$ cat src/serial_front_pkg.sv
// constants for the serial line front end: register map, reset values,
// character codes and loopback timing
// assumes a 10 MHz system clock and a byte-wide UART underneath
package serial_front_pkg;
  // register offsets (byte addresses)
  localparam logic [3:0]  CTRL_OFS       = 4'h0;
  localparam logic [3:0]  BAUD_OFS       = 4'h4;
  localparam logic [3:0]  STAT_OFS       = 4'h8;
  // control field positions
  localparam int          ECHO_BIT       = 0;
  localparam int          PROMPT_BIT     = 1;
  localparam int          XON_BIT        = 2;
  localparam int          LBSTART_BIT    = 3;
  // status field positions
  localparam int          LBDONE_BIT     = 0;
  localparam int          LBPASS_BIT     = 1;
  localparam int          BUSY_BIT       = 2;
  localparam int          CNT_LSB        = 8;
  // values after reset: 9600 8N1, echo on, pacing off, no prompt
  localparam logic        ECHO_RST       = 1'b1;
  localparam logic        PROMPT_RST     = 1'b0;
  localparam logic        XON_RST        = 1'b0;
  localparam logic [14:0] BAUD_RST       = 15'h2580;
  // character codes
  localparam logic [7:0]  CH_BS          = 8'h08;
  localparam logic [7:0]  CH_LF          = 8'h0A;
  localparam logic [7:0]  CH_CR          = 8'h0D;
  localparam logic [7:0]  CH_XON         = 8'h11;
  localparam logic [7:0]  CH_XOFF        = 8'h13;
  localparam logic [7:0]  CH_SP          = 8'h20;
  localparam logic [7:0]  CH_GT          = 8'h3E;
  localparam logic [7:0]  LB_PATTERN     = 8'h55;
  // line buffer depth in characters
  localparam logic [6:0]  LINE_DEPTH     = 7'h40;
  // loopback wait: time in microseconds, then cycles at the clock rate
  localparam int          CLK_HZ         = 10_000_000;
  localparam int          LB_TIMEOUT_US  = 5000;
  localparam int          LB_TIMEOUT_CYC = LB_TIMEOUT_US * (CLK_HZ / 1_000_000);
  // transmit buffer shape
  localparam int          TXBUF_DEPTH    = 2;
endpackage : serial_front_pkg

$ cat src/tx_pair_buffer.sv
// two-entry byte buffer between the echo logic and the UART transmitter
// assumes both sides on clk; head entry feeds the output directly
`timescale 1ns/1ns
module tx_pair_buffer #(
  parameter int WIDTH = 8,
  parameter int DEPTH = serial_front_pkg::TXBUF_DEPTH
) (
  // clock and reset
  input  wire logic             clk,
  input  wire logic             srst,
  // filling side
  input  wire logic             inValid,
  input  wire logic [WIDTH-1:0] inData,
  output logic                  inReady,
  // draining side
  output logic                  outValid,
  output logic [WIDTH-1:0]      outData,
  input  wire logic             outReady
);
  localparam int CW = $clog2(DEPTH + 1);

  logic [WIDTH-1:0] ent_ff [DEPTH];
  logic [WIDTH-1:0] nxt_ent [DEPTH];
  logic [CW-1:0]    cnt_ff;
  logic [CW-1:0]    nxt_cnt;
  logic             push;
  logic             pop;
  logic [CW-1:0]    wpos;

  assign push = inValid & inReady;
  assign pop  = outValid & outReady;
  assign wpos = pop ? cnt_ff - CW'(1) : cnt_ff;

  // shift toward the head on pop, write at the first free slot on push
  always_comb begin
    nxt_cnt = cnt_ff + CW'(push) - CW'(pop);
    for (int i = 0; i < DEPTH; i++) begin
      nxt_ent[i] = ent_ff[i];
      if (pop && i + 1 < DEPTH) begin
        nxt_ent[i] = ent_ff[i + 1];
      end
      if (push && wpos == CW'(i)) begin
        nxt_ent[i] = inData;
      end
    end
  end

  always_ff @(posedge clk) begin
    ent_ff <= nxt_ent;
    if (srst) begin
      cnt_ff   <= '0;
      outValid <= 1'b0;
      inReady  <= 1'b0;
    end else begin
      cnt_ff   <= nxt_cnt;
      outValid <= nxt_cnt != '0;
      inReady  <= nxt_cnt != CW'(DEPTH);
    end
  end

  assign outData = ent_ff[0];
endmodule : tx_pair_buffer

$ cat src/serial_line_front.sv
// serial command port front end: echo, line editing, prompt and
// XON/XOFF pacing, loopback self-test
// assumes a UART on clk that hands over received bytes and takes bytes
// to send, and a command parser that signals when a line is handled
//
// Functional notes
// - echo ordinary characters unchanged when echo on
// - backspace echoes as backspace, space, backspace
// - CR/LF pair echoes only the first
// - prompt mode sends CR LF > after parsing
// - pacing: line end answers XOFF CR, or XOFF
// - after XOFF, send CR LF if echo on
// - loopback self-test passes only if data returns
// - CR or LF ends line, hands to parser
// - backspace removes last stored character
// - parsed line answered with CR LF, except with pacing on and echo off
// - reset: 9600 8N1, echo on, pacing off
`timescale 1ns/1ns
module serial_line_front #(
  parameter int unsigned LB_TIMEOUT = serial_front_pkg::LB_TIMEOUT_CYC
) (
  // clock and reset
  input  wire logic        clk,
  input  wire logic        srst,
  // register port
  input  wire logic [3:0]  regAddr,
  input  wire logic [31:0] regWdata,
  input  wire logic        regWr,
  input  wire logic        regRd,
  output logic [31:0]      regRdata,
  // received bytes from the UART
  input  wire logic        rxValid,
  input  wire logic [7:0]  rxData,
  output logic             rxReady,
  // bytes to the UART transmitter
  output logic             txValid,
  output logic [7:0]       txData,
  input  wire logic        txReady,
  // line to the command parser
  output logic             lineValid,
  output logic [7:0]       lineData,
  output logic             lineEnd,
  input  wire logic        parseDone,
  // UART setting
  output logic [14:0]      baudRate
);
  typedef enum logic [4:0] {
    ST_IDLE   = 5'h01,
    ST_SEND   = 5'h02,
    ST_DRAIN  = 5'h04,
    ST_WAIT   = 5'h08,
    ST_LBWAIT = 5'h10
  } state_t;

  state_t          state_ff, nxt_state, ret_ff, nxt_ret;
  logic [3:0][7:0] seq_ff, nxt_seq;
  logic [2:0]      seqLen_ff, nxt_seqLen, seqIdx_ff, nxt_seqIdx;
  logic [7:0]      lineMem [64];
  logic [6:0]      lineCnt_ff, nxt_lineCnt, rdIdx_ff, nxt_rdIdx;
  logic [7:0]      lastTerm_ff, nxt_lastTerm;
  logic [16:0]     lbCnt_ff, nxt_lbCnt;
  logic            lbDone_ff, nxt_lbDone, lbPass_ff, nxt_lbPass;
  logic            lbStart_ff, nxt_lbStart;
  logic            echo_ff, prompt_ff, xon_ff, nxt_echo, nxt_prompt, nxt_xon;
  logic [14:0]     nxt_baud;
  logic [31:0]     nxt_rdata;
  logic            rxReady_ff, lineValid_ff, lineEnd_ff;
  logic            nxt_lineValid, nxt_lineEnd;
  logic [7:0]      lineData_ff, nxt_lineData;
  logic            memWe, rxTake, isTerm, isCtrl, pushValid, pushReady;
  logic [7:0]      pushData;

  assign rxTake = rxValid & rxReady_ff;
  assign isTerm = rxData == serial_front_pkg::CH_CR || rxData == serial_front_pkg::CH_LF;
  assign isCtrl = rxData < serial_front_pkg::CH_SP;
  assign pushValid = state_ff == ST_SEND;
  assign pushData  = seq_ff[seqIdx_ff[1:0]];

  // main sequencing: receive, echo, hand over, answer, self-test
  always_comb begin
    logic [2:0] n;
    n = 3'h0;
    nxt_state = state_ff; nxt_ret = ret_ff; nxt_seq = seq_ff;
    nxt_seqLen = seqLen_ff; nxt_seqIdx = seqIdx_ff;
    nxt_lineCnt = lineCnt_ff; nxt_rdIdx = rdIdx_ff; nxt_lastTerm = lastTerm_ff;
    nxt_lbCnt = lbCnt_ff; nxt_lbDone = lbDone_ff; nxt_lbPass = lbPass_ff;
    nxt_lbStart = lbStart_ff;
    nxt_lineValid = 1'b0; nxt_lineEnd = 1'b0; nxt_lineData = lineData_ff;
    memWe = 1'b0;
    case (state_ff)
      ST_IDLE: begin
        if (lbStart_ff) begin
          nxt_lbStart = 1'b0; // self-test sends one pattern byte
          nxt_seq = {24'h000000, serial_front_pkg::LB_PATTERN};
          nxt_seqLen = 3'h1; nxt_ret = ST_LBWAIT;
          nxt_lbCnt = '0; nxt_lbDone = 1'b0; nxt_lbPass = 1'b0;
          nxt_state = ST_SEND;
        end else if (rxTake) begin
          nxt_ret = ST_IDLE; nxt_seqLen = 3'h0; nxt_lastTerm = 8'h00;
          if (isTerm && lastTerm_ff != 8'h00 && rxData != lastTerm_ff) begin
            nxt_seqLen = 3'h0; // second of a CR/LF pair is swallowed
          end else if (isTerm) begin
            nxt_lastTerm = rxData;
            nxt_ret = ST_DRAIN; nxt_rdIdx = '0; // terminator ends the line
            if (xon_ff) begin
              nxt_seq = {16'h0000, serial_front_pkg::CH_CR, serial_front_pkg::CH_XOFF};
              nxt_seqLen = echo_ff ? 3'h2 : 3'h1;
            end else if (echo_ff) begin
              nxt_seq = {24'h000000, rxData}; nxt_seqLen = 3'h1;
            end
          end else if (rxData == serial_front_pkg::CH_BS) begin
            if (lineCnt_ff != '0) nxt_lineCnt = lineCnt_ff - 7'h01;
            nxt_seq = {8'h00, serial_front_pkg::CH_BS, serial_front_pkg::CH_SP,
                       serial_front_pkg::CH_BS};
            nxt_seqLen = echo_ff ? 3'h3 : 3'h0;
          end else if (!isCtrl) begin
            if (lineCnt_ff != serial_front_pkg::LINE_DEPTH) begin
              memWe = 1'b1; nxt_lineCnt = lineCnt_ff + 7'h01;
            end
            nxt_seq = {24'h000000, rxData};
            nxt_seqLen = echo_ff ? 3'h1 : 3'h0;
          end // remaining control codes drop out here
          if (nxt_seqLen != 3'h0) nxt_state = ST_SEND;
          else nxt_state = nxt_ret;
          nxt_seqIdx = 3'h0;
        end
      end
      ST_SEND: begin
        if (pushReady) begin
          if (seqIdx_ff == seqLen_ff - 3'h1) begin
            nxt_seqIdx = 3'h0; nxt_state = ret_ff;
          end else begin
            nxt_seqIdx = seqIdx_ff + 3'h1;
          end
        end
      end
      ST_DRAIN: begin
        if (rdIdx_ff == lineCnt_ff) begin
          nxt_lineEnd = 1'b1; nxt_state = ST_WAIT;
        end else begin
          nxt_lineValid = 1'b1; nxt_lineData = lineMem[rdIdx_ff[5:0]];
          nxt_rdIdx = rdIdx_ff + 7'h01;
        end
      end
      ST_WAIT: begin
        if (parseDone) begin
          nxt_lineCnt = '0; nxt_seq = '0;
          if (echo_ff || !xon_ff) begin
            nxt_seq[0] = serial_front_pkg::CH_CR;
            nxt_seq[1] = serial_front_pkg::CH_LF;
            n = 3'h2;
          end
          if (prompt_ff) begin
            nxt_seq[n[1:0]] = serial_front_pkg::CH_GT; n = n + 3'h1;
          end
          if (xon_ff) begin
            nxt_seq[n[1:0]] = serial_front_pkg::CH_XON; n = n + 3'h1;
          end
          nxt_seqLen = n; nxt_seqIdx = 3'h0; nxt_ret = ST_IDLE;
          nxt_state = (n != 3'h0) ? ST_SEND : ST_IDLE;
        end
      end
      ST_LBWAIT: begin
        nxt_lbCnt = lbCnt_ff + 17'h00001;
        if (rxTake) begin
          nxt_lbDone = 1'b1; nxt_state = ST_IDLE;
          nxt_lbPass = rxData == serial_front_pkg::LB_PATTERN;
        end else if (lbCnt_ff == 17'(LB_TIMEOUT - 1)) begin
          nxt_lbDone = 1'b1; nxt_lbPass = 1'b0; nxt_state = ST_IDLE;
        end
      end
      default: nxt_state = ST_IDLE;
    endcase
    if (regWr && regAddr == serial_front_pkg::CTRL_OFS && regWdata[serial_front_pkg::LBSTART_BIT])
      nxt_lbStart = 1'b1; // a fresh start request wins over its own take
  end

  always_ff @(posedge clk) begin
    if (memWe) lineMem[lineCnt_ff[5:0]] <= rxData;
    if (srst) begin
      state_ff <= ST_IDLE; ret_ff <= ST_IDLE; seq_ff <= '0;
      seqLen_ff <= '0; seqIdx_ff <= '0; lineCnt_ff <= '0; rdIdx_ff <= '0;
      lastTerm_ff <= '0; lbCnt_ff <= '0; lbDone_ff <= 1'b0; lbPass_ff <= 1'b0;
      lbStart_ff <= 1'b0; rxReady_ff <= 1'b0;
      lineValid_ff <= 1'b0; lineEnd_ff <= 1'b0; lineData_ff <= '0;
    end else begin
      state_ff <= nxt_state; ret_ff <= nxt_ret; seq_ff <= nxt_seq;
      seqLen_ff <= nxt_seqLen; seqIdx_ff <= nxt_seqIdx;
      lineCnt_ff <= nxt_lineCnt; rdIdx_ff <= nxt_rdIdx;
      lastTerm_ff <= nxt_lastTerm; lbCnt_ff <= nxt_lbCnt;
      lbDone_ff <= nxt_lbDone; lbPass_ff <= nxt_lbPass; lbStart_ff <= nxt_lbStart;
      rxReady_ff <= (nxt_state == ST_IDLE && !nxt_lbStart) || nxt_state == ST_LBWAIT;
      lineValid_ff <= nxt_lineValid; lineEnd_ff <= nxt_lineEnd;
      lineData_ff <= nxt_lineData;
    end
  end

  // register port: writes and one-cycle-late read data
  always_comb begin
    nxt_echo = echo_ff; nxt_prompt = prompt_ff; nxt_xon = xon_ff;
    nxt_baud = baudRate; nxt_rdata = 32'h00000000;
    if (regWr && regAddr == serial_front_pkg::CTRL_OFS) begin
      nxt_echo   = regWdata[serial_front_pkg::ECHO_BIT];
      nxt_prompt = regWdata[serial_front_pkg::PROMPT_BIT];
      nxt_xon    = regWdata[serial_front_pkg::XON_BIT];
    end
    if (regWr && regAddr == serial_front_pkg::BAUD_OFS) nxt_baud = regWdata[14:0];
    if (regRd) begin
      case (regAddr)
        serial_front_pkg::CTRL_OFS: begin
          nxt_rdata[serial_front_pkg::ECHO_BIT]    = echo_ff;
          nxt_rdata[serial_front_pkg::PROMPT_BIT]  = prompt_ff;
          nxt_rdata[serial_front_pkg::XON_BIT]     = xon_ff;
          nxt_rdata[serial_front_pkg::LBSTART_BIT] = lbStart_ff;
        end
        serial_front_pkg::BAUD_OFS: nxt_rdata[14:0] = baudRate;
        serial_front_pkg::STAT_OFS: begin
          nxt_rdata[serial_front_pkg::LBDONE_BIT] = lbDone_ff;
          nxt_rdata[serial_front_pkg::LBPASS_BIT] = lbPass_ff;
          nxt_rdata[serial_front_pkg::BUSY_BIT]   = state_ff != ST_IDLE;
          nxt_rdata[serial_front_pkg::CNT_LSB +: 7] = lineCnt_ff;
        end
        default: nxt_rdata = 32'h00000000;
      endcase
    end
  end

  always_ff @(posedge clk) begin
    if (srst) begin
      echo_ff   <= serial_front_pkg::ECHO_RST;
      prompt_ff <= serial_front_pkg::PROMPT_RST;
      xon_ff    <= serial_front_pkg::XON_RST;
      baudRate  <= serial_front_pkg::BAUD_RST;
      regRdata  <= 32'h00000000;
    end else begin
      echo_ff <= nxt_echo; prompt_ff <= nxt_prompt; xon_ff <= nxt_xon;
      baudRate <= nxt_baud; regRdata <= nxt_rdata;
    end
  end

  // outgoing bytes pass the two-entry buffer, which stalls SEND when full
  tx_pair_buffer #(.WIDTH(8), .DEPTH(serial_front_pkg::TXBUF_DEPTH)) u_txbuf (
    .clk      (clk),
    .srst     (srst),
    .inValid  (pushValid),
    .inData   (pushData),
    .inReady  (pushReady),
    .outValid (txValid),
    .outData  (txData),
    .outReady (txReady)
  );

  assign rxReady   = rxReady_ff;
  assign lineValid = lineValid_ff;
  assign lineData  = lineData_ff;
  assign lineEnd   = lineEnd_ff;

  wire idleTake = state_ff == ST_IDLE && !lbStart_ff && rxTake;
endmodule : serial_line_front

$ cat config.mk
export PLATFORM = sky130hd
export DESIGN_NAME = serial_line_front
export DESIGN_NICKNAME = d
export VERILOG_FILES = /design/src/serial_front_pkg.sv /design/src/tx_pair_buffer.sv /design/src/serial_line_front.sv
export SDC_FILE = /design/constraint.sdc
export NUM_CORES = 1
export LEC_CHECK = 0
export ABC_AREA = 1
export BUFFER_PORTS_ARGS = -buffer_cell sky130_fd_sc_hd__buf_4
export CAP_MARGIN = 20
export CORE_MARGIN = 5
export CORE_UTILIZATION = 45
export CTS_CLUSTER_SIZE = 20
export DETAILED_ROUTE_END_ITERATION = 6
export PLACE_DENSITY_LB_ADDON = 0.08
export SLEW_MARGIN = 20
export SYNTH_ARGS = -nofsm -noshare
export SYNTH_HDL_FRONTEND = slang
export SYNTH_HIERARCHICAL = 1
export SYNTH_SLANG_ARGS = --single-unit
$ cat constraint.sdc
create_clock -name clk -period 2.2 [get_ports clk]
set_input_delay 0 -clock clk [delete_from_list [all_inputs] [get_ports clk]]
set_output_delay 0 -clock clk [all_outputs]
set_load 0.05 [all_outputs]
* After elaboration in Yosys (flattened, before gate mapping)
Memory sizes are Yosys's and may differ from the RTL's. A register that Yosys moved wholly into a read port is not among the register bits. Cells that the tools add are included.
Word-level totals: register bits after elaboration 163, latch bits 0, bits in writable memories 512, ROM bits 0, input bits 51, output and inout bits 67, logic and storage cells 256, memories kept 1
Cells by class: add/sub/neg operators 11, $mul 0, divide/modulo/power cells 0, order comparisons 6, equal/unequal tests 38, shifts and indexed selects 0, muxes and demuxes 117, bitwise logic cells 14, reduce and logical (&&, ||, !) cells 39
Memories:
- lineMem | words 64, width 8, read ports 1, clocked after Yosys merged registers in 1, write ports 1, line serial_line_front.sv:58 | logic [7:0] lineMem [64];
Operator list (count):
- 32-bit two-way mux | 13
- 7-bit two-way mux | 14
- 3-bit two-way mux | 25
- 32-bit case mux with 2 select lines | 1
- 5-bit two-way mux | 12
- 8-bit two-way mux | 7
- 7-bit case mux with 2 select lines | 3
- 17-bit case mux with 2 select lines | 1
- 8-bit demux with 2-bit select | 2
- 16-bit two-way mux | 2
- 5-bit case mux with 5 select lines | 1
- 24-bit AND | 1
- 8-bit by 4-bit equality test with 1-bit output (second input constant) | 3
- 24-bit inverter | 1
- 1-bit two-way mux | 20
- 2-bit != test (second input constant) | 10
- 10-bit by 20-bit OR with 20-bit output | 1
- 3-bit != test (second input constant) | 6
- 3-bit case mux with 3 select lines | 2
- 17-bit by 1-bit adder with 17-bit output (second input constant) | 1
- 17-bit by 16-bit equality test with 1-bit output (second input constant) | 1
- 17-bit two-way mux | 1
- 8-bit binary-select mux with 2-bit select | 1
- 7-bit by 1-bit adder with 7-bit output (second input constant) | 2
- other kinds (50) | 94

* Depth between registers and ports, before layout
Gate-level depths: netlist (run 1).
depth in word-level cells 20, gate-level depth with buffers 16, depth with buffers taken out 16

* By module
The synthesis (run 1) kept the hierarchy.
By module, submodules not included:
- serial_line_front | instances 1, cells each 2505, area an instance 26874.5 sq um, seq. area each 17757.0 sq um
- tx_pair_buffer | instances 1, cells each 90, area an instance 909.6 sq um, seq. area each 560.5 sq um

* Least setup slack after synthesis (run 1)
Ideal clock, no wire load.
path type flip-flop to flip-flop, start point register rxReady_ff (netlist: rxReady), end point memory lineMem[34][0], enable pin, library setup time 0.370 ns, arrival 2.029 ns, required time 1.830 ns, slack -0.199 ns, stages on the path, launching flop included 9, period minus slack after synthesis 2.399 ns, cells stage by stage dfxtp_1 nand2_1 nor2_1 nand3b_4 nor2_4 inv_2 nor2_8 nand3_4 nor2_1
Between the ends: longest elaborated chain between the ends 6
RTL lines:
- start: declaration | line serial_line_front.sv:67 | logic rxReady_ff, lineValid_ff, lineEnd_ff;
- start signal: assignment | line serial_line_front.sv:184 | lbStart_ff <= 1'b0; rxReady_ff <= 1'b0;
- start signal: assignment | line serial_line_front.sv:192 | rxReady_ff <= (nxt_state == ST_IDLE && !nxt_lbStart) || nxt_state == ST_LBWAIT;
- 1-bit AND | line serial_line_front.sv:73 | assign rxTake = rxValid & rxReady_ff;
- 1-bit two-way mux | line serial_line_front.sv:98 | end else if (rxTake) begin
- 1-bit two-way mux | line serial_line_front.sv:92 | if (lbStart_ff) begin
- 1-bit two-way mux | line serial_line_front.sv:90 | case (state_ff)
- 1-bit two-way mux | line serial_line_front.sv:179 | if (memWe) lineMem[lineCnt_ff[5:0]] <= rxData;
- 1-bit two-way mux (implied by the code) | line serial_line_front.sv:179
- end: declaration | line serial_line_front.sv:58
No other way between the ends.

* Final worst setup path (run 1)
start point input regAddr[0], end point register baudRate[8]
Between the ends: longest elaborated chain between the ends 2
RTL lines:
- start: declaration | line serial_line_front.sv:26 | input wire logic [3:0] regAddr,
- 4-bit by 3-bit equality test with 1-bit output | line serial_line_front.sv:207 | if (regWr && regAddr == serial_front_pkg::BAUD_OFS) nxt_baud = regWdata[14:0];
- 1-bit logical AND | line serial_line_front.sv:207
- end signal: assignment | line serial_line_front.sv:233 | baudRate <= serial_front_pkg::BAUD_RST;
- end signal: assignment | line serial_line_front.sv:237 | baudRate <= nxt_baud; regRdata <= nxt_rdata;
- end: declaration | line serial_line_front.sv:45 | output logic [14:0] baudRate
No other way between the ends. A chain may end at the register's enable or synchronous reset.

==> results of run 1 <==
==> power by group <==
part	leakage, nW	switching (mW)	internal (mW)	total [mW]
Combinational	5.10	1.30	0.534	1.84
Clock	1.10	4.82	6.83	11.6
Sequential	5.74	0.107	13.5	13.6
Total	11.9	6.23	20.8	27.0
==> critical path, delay by kind of cell <==
kind / cells / cell delay [ns]
simple gates: 5 / 0.43
buf+inv: 8 / 2.25
==> routing by layer <==
| layer | up-vias | GRT usage, % | part of all wire, % |
|---|---|---|---|
| met5 | - | 0 | 0 |
| met4 | 0 | 7.78 | 3.1 |
| met3 | 136 | 4.10 | 7.6 |
| met2 | 747 | 36.7 | 45 |
| met1 | 10029 | 34.8 | 44 |
| li1 | 9680 | - | - |
==> cells in the final DEF (no fill, tap or decap), drive strengths merged, types with 10 or more instances in the layout <==
| cell type | count |
|---|---|
| edfxtp | 528 |
| nor2 | 481 |
| nand2 | 329 |
| o21ai | 327 |
| buf | 294 |
| nand3 | 139 |
| inv | 133 |
| dfxtp | 123 |
| a21oi | 107 |
| clkbuf | 106 |
| o22ai | 73 |
| o211ai | 57 |
| dlygate4sd3 | 42 |
| nand4 | 26 |
| nor3 | 23 |
| clkinv | 22 |
| conb | 17 |
| ha | 14 |
| xor2 | 10 |
==> repair_timing <==
item / 4_1_cts / 5_1_grt
setup buffers: 0 / 4
gates resized for setup: 1 / 18
hold buffers: 42 / 0
hold endpoints to repair: 72 / 0
pin swaps: 0 / 4
gates cloned: 0 / 1
endpoints found under the setup margin: 1 / 233
==> worst paths after layout <==
check | from | endpoint | slack, ns | cells after the start
hold / removal | rxData[1] | lineMem[48][1] | 0.05 | 2
setup / recovery | regAddr[0] | baudRate[8] | 0.05 | 13
setup reg to reg | rdIdx_ff[0] | lineData[3] | 0.07 | 10
hold reg to reg | seq_ff[2] | seq_ff[2] | 0.45 | 2
==> registers in the layout, indices dropped and copies added (netlist names), 2 cells and up <==
signal and flops:
u_txbuf/outData 8, lbCnt_ff 17, lineData 8, lineMem 512, u_txbuf/ent_ff 8, ret_ff 3
state_ff 5, baudRate 15, seqLen_ff 3, regRdata 15, lastTerm_ff 8, u_txbuf/cnt_ff 2
lineCnt_ff 7, seq_ff 19, seqIdx_ff 3, rdIdx_ff 7
==> final cells by class <==
| type | instances | area, µm² | share of cell area (%) |
|---|---|---|---|
| Sequential cell | 651 | 18300 | 54.8 |
| Multi-Input combinational cell | 1664 | 8370 | 25.1 |
| Timing Repair Buffer | 336 | 2970 | 8.88 |
| Clock buffer | 106 | 2010 | 6.02 |
| Tap cell | 790 | 988 | 2.96 |
| Inverter | 134 | 508 | 1.52 |
| Clock inverter | 26 | 239 | 0.715 |
==> through the flow <==
| stage | hold slack [ns] | setup TNS, ns | power [mW] |
|---|---|---|---|
| finish | 0.0463 | 0 | 27.0 |
| global route | 0.0371 | -0.00834 | 28.0 |
| CTS | 0.0187 | 0 | 27.3 |
| detailed placement | 0.224 | 0 | 15.6 |
| global placement | 0.218 | -0.241 | 15.6 |
| floorplan | 0.0989 | 0 | 14.9 |
==> cells by family (layout without fill, tap and decap cells) <==
group | after synthesis | in the layout
fa+ha+maj | 14 | 14
compound gates | 598 | 598
flops | 651 | 651
buf+inv | 297 | 602
other cells | 1 | 17
simple gates | 1017 | 1018
xor+xnor | 17 | 17
==> impl_metrics.yaml, run 1 <==
global_route:
  grt_pass1_wl_um: 122000
  grt_pass1_vias: 20002
  antenna_found_initial: 1
  gr-total-overflow: 0
  grtUsageTotal_pct: 23.9
  grt_max_degree: 81
cells_and_area:
  n_antenna_cell: 0
  syn2layout_area_growth_pct: 20.3
  fin_cells: 3707
  stdcell_area_mm2: 0.0334
  fill_cells: 5365
  final_util_pct: 54.4
  drive_above_1_share_pct: 17.9
  num-nets-final: 2924
sta:
  fin_crit_sh_pct: 97.8
  worstMarginPinSlew_ns: 0.953
  setup_viol: 0
  maxSlewViolCount: 0
  fin_ws_ns: 0.0485
  max_clock_freq_mhz: 465
  fin_crit_ns: 2.15
  fin_skew_ns: 0.0315
  hold_viol_final: 0
  relSlewSlack_pct: 36.5
clock_network:
  cts_htree_levels: 3
  clock_sink_count: 651
  numCtsBuffers: 72
  clkSlewWorstSetupHoldPaths_ns: 0.06
  clockRootBuffer: "clkbuf_16"
  clkLatencyLatePin_ns: 0.61
  cts_tree: "yes"
  cts_max_path_buffers: 3
logic_synthesis:
  synth_top_area_share_pct: 57.1
  async_reset_ff_share_pct: 0
  yosysTopAreaCell: "edfxtp_1"
  synth_cell_types: 57
  yosysMostFrequentCell: "edfxtp_1"
  synthTopCellsByCount: "edfxtp_1, nor2_1, o21ai_0"
  synth_xor_area_share_pct: 0.536
  synth_edf_count: 528
  synth.area.mux_share_pct: 0
  synth-compound-area-share_pct: 12.1
  ys.flop_type: "edfxtp_1"
  syn_area_mm2: 0.0278
  synth.avg_cell_area_um2: 10.7
  synthCells: 2595
  synth-simple-area-share_pct: 16.0
  synth.area.top_cells: "edfxtp_1, dfxtp_1, nor2_1"
  synth_top_family_by_area: "simple AND/OR/NAND/NOR gates"
  yosysWarnings: 6
  yosys.area_share.adder_pct: 0.630
  ys_ff_latch: 651
  ys_seq_area_share_pct: 65.9
hold_path:
  min_path_type: "primary input to flop"
setup_path:
  crit_path_end_kind: "flop"
  critPathArrivalTime_ns: 2.68
  critical_path.most_common_cell: "dlygate4sd3_1"
  cp.required_ns: 2.73
  worstSetupPathType: "primary input to flop"
  crit_path_max_incr_delay_ns: 0.57
  start_kind: "primary input"
  path_max_fanout: 7
  crit_slowest_cell: "dlygate4sd3_1"
  path_cells: "dlygate4sd3_1 > buf_4 > nor2_1 > inv_1 > nor3_2 > buf_4 > inv_2 > nor2_4 > buf_6 > nand2_1 > dlygate4sd3_1 > nand3_1 > dlygate4sd3_1"
placement:
  port_buffers: 83
  place_area_mm2: 0.0307
  place_inst: 3528
  place_ws_ns: 0.0144
  place_congestion: 0.878
  dp_hpwl_um: 52700
power_and_ir_drop:
  power_density_mw_per_mm2: 809
  peakVddDrop_v: 0.000723
  leakage_nw: 11.9
detailed_routing:
  wl_um: 81500
  drc_errors: 0
  via_count: 20592
  wl_per_cell_um: 22.0
  vias_per_cell: 5.55
  dr.pass1.iters: 6
  drt_iter0_markers: 2292
  postRouteAntennaNets: 0
floorplanning:
  io_pins: 118
  rows: 91
  initial_core_util_pct: 45.2
  fp.coreArea_mm2: 0.0615
  die-area_mm2: 0.0668
  chipWidth_um: 258
  die_h_um: 258
run_status:
  status: "complete, no violations"
job:
  drv_cap: 0
No activity file was read; power rests on OpenSTA's default activity.
==> inputs of run 2 (changes only) <==
--- a/config.mk
+++ b/config.mk
@@ -5,7 +5,6 @@
 export SDC_FILE = /design/constraint.sdc
 export NUM_CORES = 1
 export LEC_CHECK = 0
-export ABC_AREA = 1
 export BUFFER_PORTS_ARGS = -buffer_cell sky130_fd_sc_hd__buf_4
 export CAP_MARGIN = 20
 export CORE_MARGIN = 5
@@ -13,6 +12,7 @@
 export CTS_CLUSTER_SIZE = 20
 export DETAILED_ROUTE_END_ITERATION = 6
 export PLACE_DENSITY_LB_ADDON = 0.08
+export SETUP_SLACK_MARGIN = 0.15
 export SLEW_MARGIN = 20
 export SYNTH_ARGS = -nofsm -noshare
 export SYNTH_HDL_FRONTEND = slang
==> run 2 against run 1 <==
Effect of this change:
- the run now ends with setup timing left
- fmax shrank 12%
- clock power grew 6%
- design area grew 5.9%
- clock skew shrank 0.0041 ns
- sequential cell count is the same
- synthesized area shrank 3.6%
- worst setup slack lost 0.31 ns
- power grew 2.8%
- sequential share of layout area shrank 3.1 points
- via count shrank 20%
- non-clock buffer count grew 95
- global-route usage shrank 1.9 points
- highest routed layer unchanged
==> impl_metrics.yaml, run 2 <==
run_status:
  status: "finished with violations"
  violations: "setup timing"
logic_synthesis:
  async_reset_ff_share_pct: 0
  synth.area.mux_share_pct: 13.9
  yosysTopAreaCell: "edfxtp_1"
  yosysWarnings: 6
  synth.avg_cell_area_um2: 15.9
  yosysMostFrequentCell: "edfxtp_1"
  synth_edf_count: 528
  synth-simple-area-share_pct: 8.23
  synthCells: 1689
  synth.area.top_cells: "edfxtp_1, mux4_2, dfxtp_1"
  ys.flop_type: "edfxtp_1"
  yosys.area_share.adder_pct: 0.654
  syn_area_mm2: 0.0268
  synth_top_family_by_area: "multiplexers"
  ys_seq_area_share_pct: 68.4
  synth_xor_area_share_pct: 1.16
  synth_top_area_share_pct: 59.2
  synth-compound-area-share_pct: 4.97
  synthTopCellsByCount: "edfxtp_1, mux4_2, nor2_1"
  ys_ff_latch: 651
  synth_cell_types: 78
placement:
  place_area_mm2: 0.0305
  place_congestion: 0.839
  dp_hpwl_um: 48300
  place_inst: 2707
  port_buffers: 83
  place_ws_ns: -0.454
cells_and_area:
  multi_input_area_mm2: 0.00912
  fin_cells: 2915
  num-nets-final: 2152
  stdcell_area_mm2: 0.0354
  seq_area_mm2: 0.0183
  final_cell_mix: "edfxtp_1, buf_4, mux4_2, dfxtp_1, nand2_1"
  drive_above_1_share_pct: 40.9
  largest_register_ff_count: 512
  fill_cells: 4382
  final_util_pct: 60.0
  syn2layout_area_growth_pct: 32.1
  n_antenna_cell: 0
  final_common_cell: "edfxtp_1"
clock_network:
  cts_htree_levels: 3
  cts_max_path_buffers: 3
  numCtsBuffers: 70
  clkLatencyLatePin_ns: 0.61
  clkSlewWorstSetupHoldPaths_ns: 0.06
  clockRootBuffer: "clkbuf_16"
  clock_sink_count: 651
  cts_tree: "yes"
setup_path:
  reg2reg_depth: 8
  cp.required_ns: 2.51
  crit_path_max_incr_delay_ns: 0.39
  worstSetupPathType: "flop to flop"
  reg2reg_slack_ns: -0.26
  critical_path.most_common_cell: "buf_12"
  path_max_fanout: 6
  crit_slowest_cell: "or3_4"
  crit_path_end_kind: "flop"
  critPathArrivalTime_ns: 2.76
  path_cells: "or3_4 > or2_4 > nor3_4 > and3_4 > nand3_4 > buf_12 > nor2_4 > buf_12"
  start_kind: "flop"
sta:
  whs_ns: 0.0314
  fin_setup_tns_ns: -72.50
  hold_viol_final: 0
  fin_skew_ns: 0.0275
  relSlewSlack_pct: 32.7
  rsz0062_at_grt: "yes"
  worstMarginPinSlew_ns: 1.01
  fin_crit_ns: 2.46
  fin_crit_sh_pct: 112
  max_clock_freq_mhz: 407
  maxSlewViolCount: 0
  fin_ws_ns: -0.257
  setup_viol: 539
power_and_ir_drop:
  design_power_total_mw: 27.8
  leakage_nw: 11.9
  power_density_mw_per_mm2: 786
  peakVddDrop_v: 0.000935
global_route:
  grt_pass1_vias: 16685
  gr-total-overflow: 0
  grt_max_degree: 67
  grt_pass1_wl_um: 106000
  gr-usage-met3_pct: 3.73
  busiest_layer: "met2"
  grt_use_met1_pct: 31.2
  grtUsageTotal_pct: 21.9
  antenna_found_initial: 1
  gr-usage-met2_pct: 36.0
floorplanning:
  chipWidth_um: 254
  rows: 89
  fp.coreArea_mm2: 0.0590
  die-area_mm2: 0.0645
  io_pins: 118
  die_h_um: 254
  initial_core_util_pct: 45.4
detailed_routing:
  postRouteAntennaNets: 0
  drc_errors: 0
  dr.pass1.iters: 5
  drt_iter0_markers: 1240
  vias_per_cell: 5.63
  wl_per_cell_um: 24.7
  wl_um: 72100
  via_count: 16409
job:
  drv_cap: 0
hold_path:
  hold_depth: 4
  min_path_type: "primary input to flop"
run 2: cell types whose count changed in the layout (fill, tap and decap cells not counted), moves of 52 or more:
cell | before | now
o211ai_1 | 57 | 5
nor2_4 | 5 | 67
nand3_1 | 125 | 33
mux4_2 | 0 | 141
o22ai_1 | 73 | 10
nand2_1 | 317 | 102
nor2_1 | 412 | 64
buf_6 | 1 | 75
nor2_2 | 62 | 7
a21oi_1 | 105 | 50
inv_1 | 116 | 17
o21ai_0 | 315 | 19
run 2: layout make-up:
| type | count | share of cell area, % |
|---|---|---|
| Clock buffer | 94 | 5.44 |
| Clock inverter | 33 | 1.37 |
| Tap cell | 773 | 2.73 |
| Sequential cell | 651 | 51.8 |
| Multi-Input combinational cell | 913 | 25.8 |
| Timing Repair Buffer | 431 | 12.7 |
| Inverter | 20 | 0.226 |
run 2: cells by family (layout without fill, tap and decap cells):
kind of cell	Yosys count	in the layout
flip-flops	651	651
adder cells (fa/ha/maj)	14	14
AND/OR/NAND/NOR	455	455
buffers and inverters	141	578
multiplexers	194	194
XOR/XNOR	34	34
other	1	17
AO/OA/AOI/OAI	199	199
run 2: critical path: cells and delay by family (launching register included):
| kind | cells | cell delay [ns] |
|---|---|---|
| AND/OR/NAND/NOR | 6 | 1.49 |
| buffers and inverters | 2 | 0.33 |
| flip-flops | 1 | 0.32 |
run 2: final timing paths:
check         startpoint        endpoint
max          state_ff[1]  lineMem[39][2]
max reg2reg  state_ff[1]  lineMem[39][2]
min            rxData[0]       seq_ff[0]
min reg2reg   seq_ff[20]      seq_ff[20]
run 2: per-layer routing:
metal | vias up | wire length, µm
li1 | 7357 | -
met1 | 8560 | 31800
met2 | 402 | 35700
met3 | 90 | 3080
met4 | 0 | 1520
met5 | - | 0
run 2: power breakdown:
part / leakage, nW / internal (mW) / switching (mW)
logic: 4.97 / 0.829 / 1.17
registers: 5.75 / 13.4 / 0.0897
clock network: 1.17 / 7.57 / 4.72
total: 11.9 / 21.8 / 5.98
run 2: repair_timing:
action,4_1_cts,5_1_grt
resized for setup,180,224
cloned,1,7
setup buffers,17,23
hold buffers,34,0
endpoints found under the hold margin,125,0
endpoints found under the setup margin,562,586
pin swaps,33,98
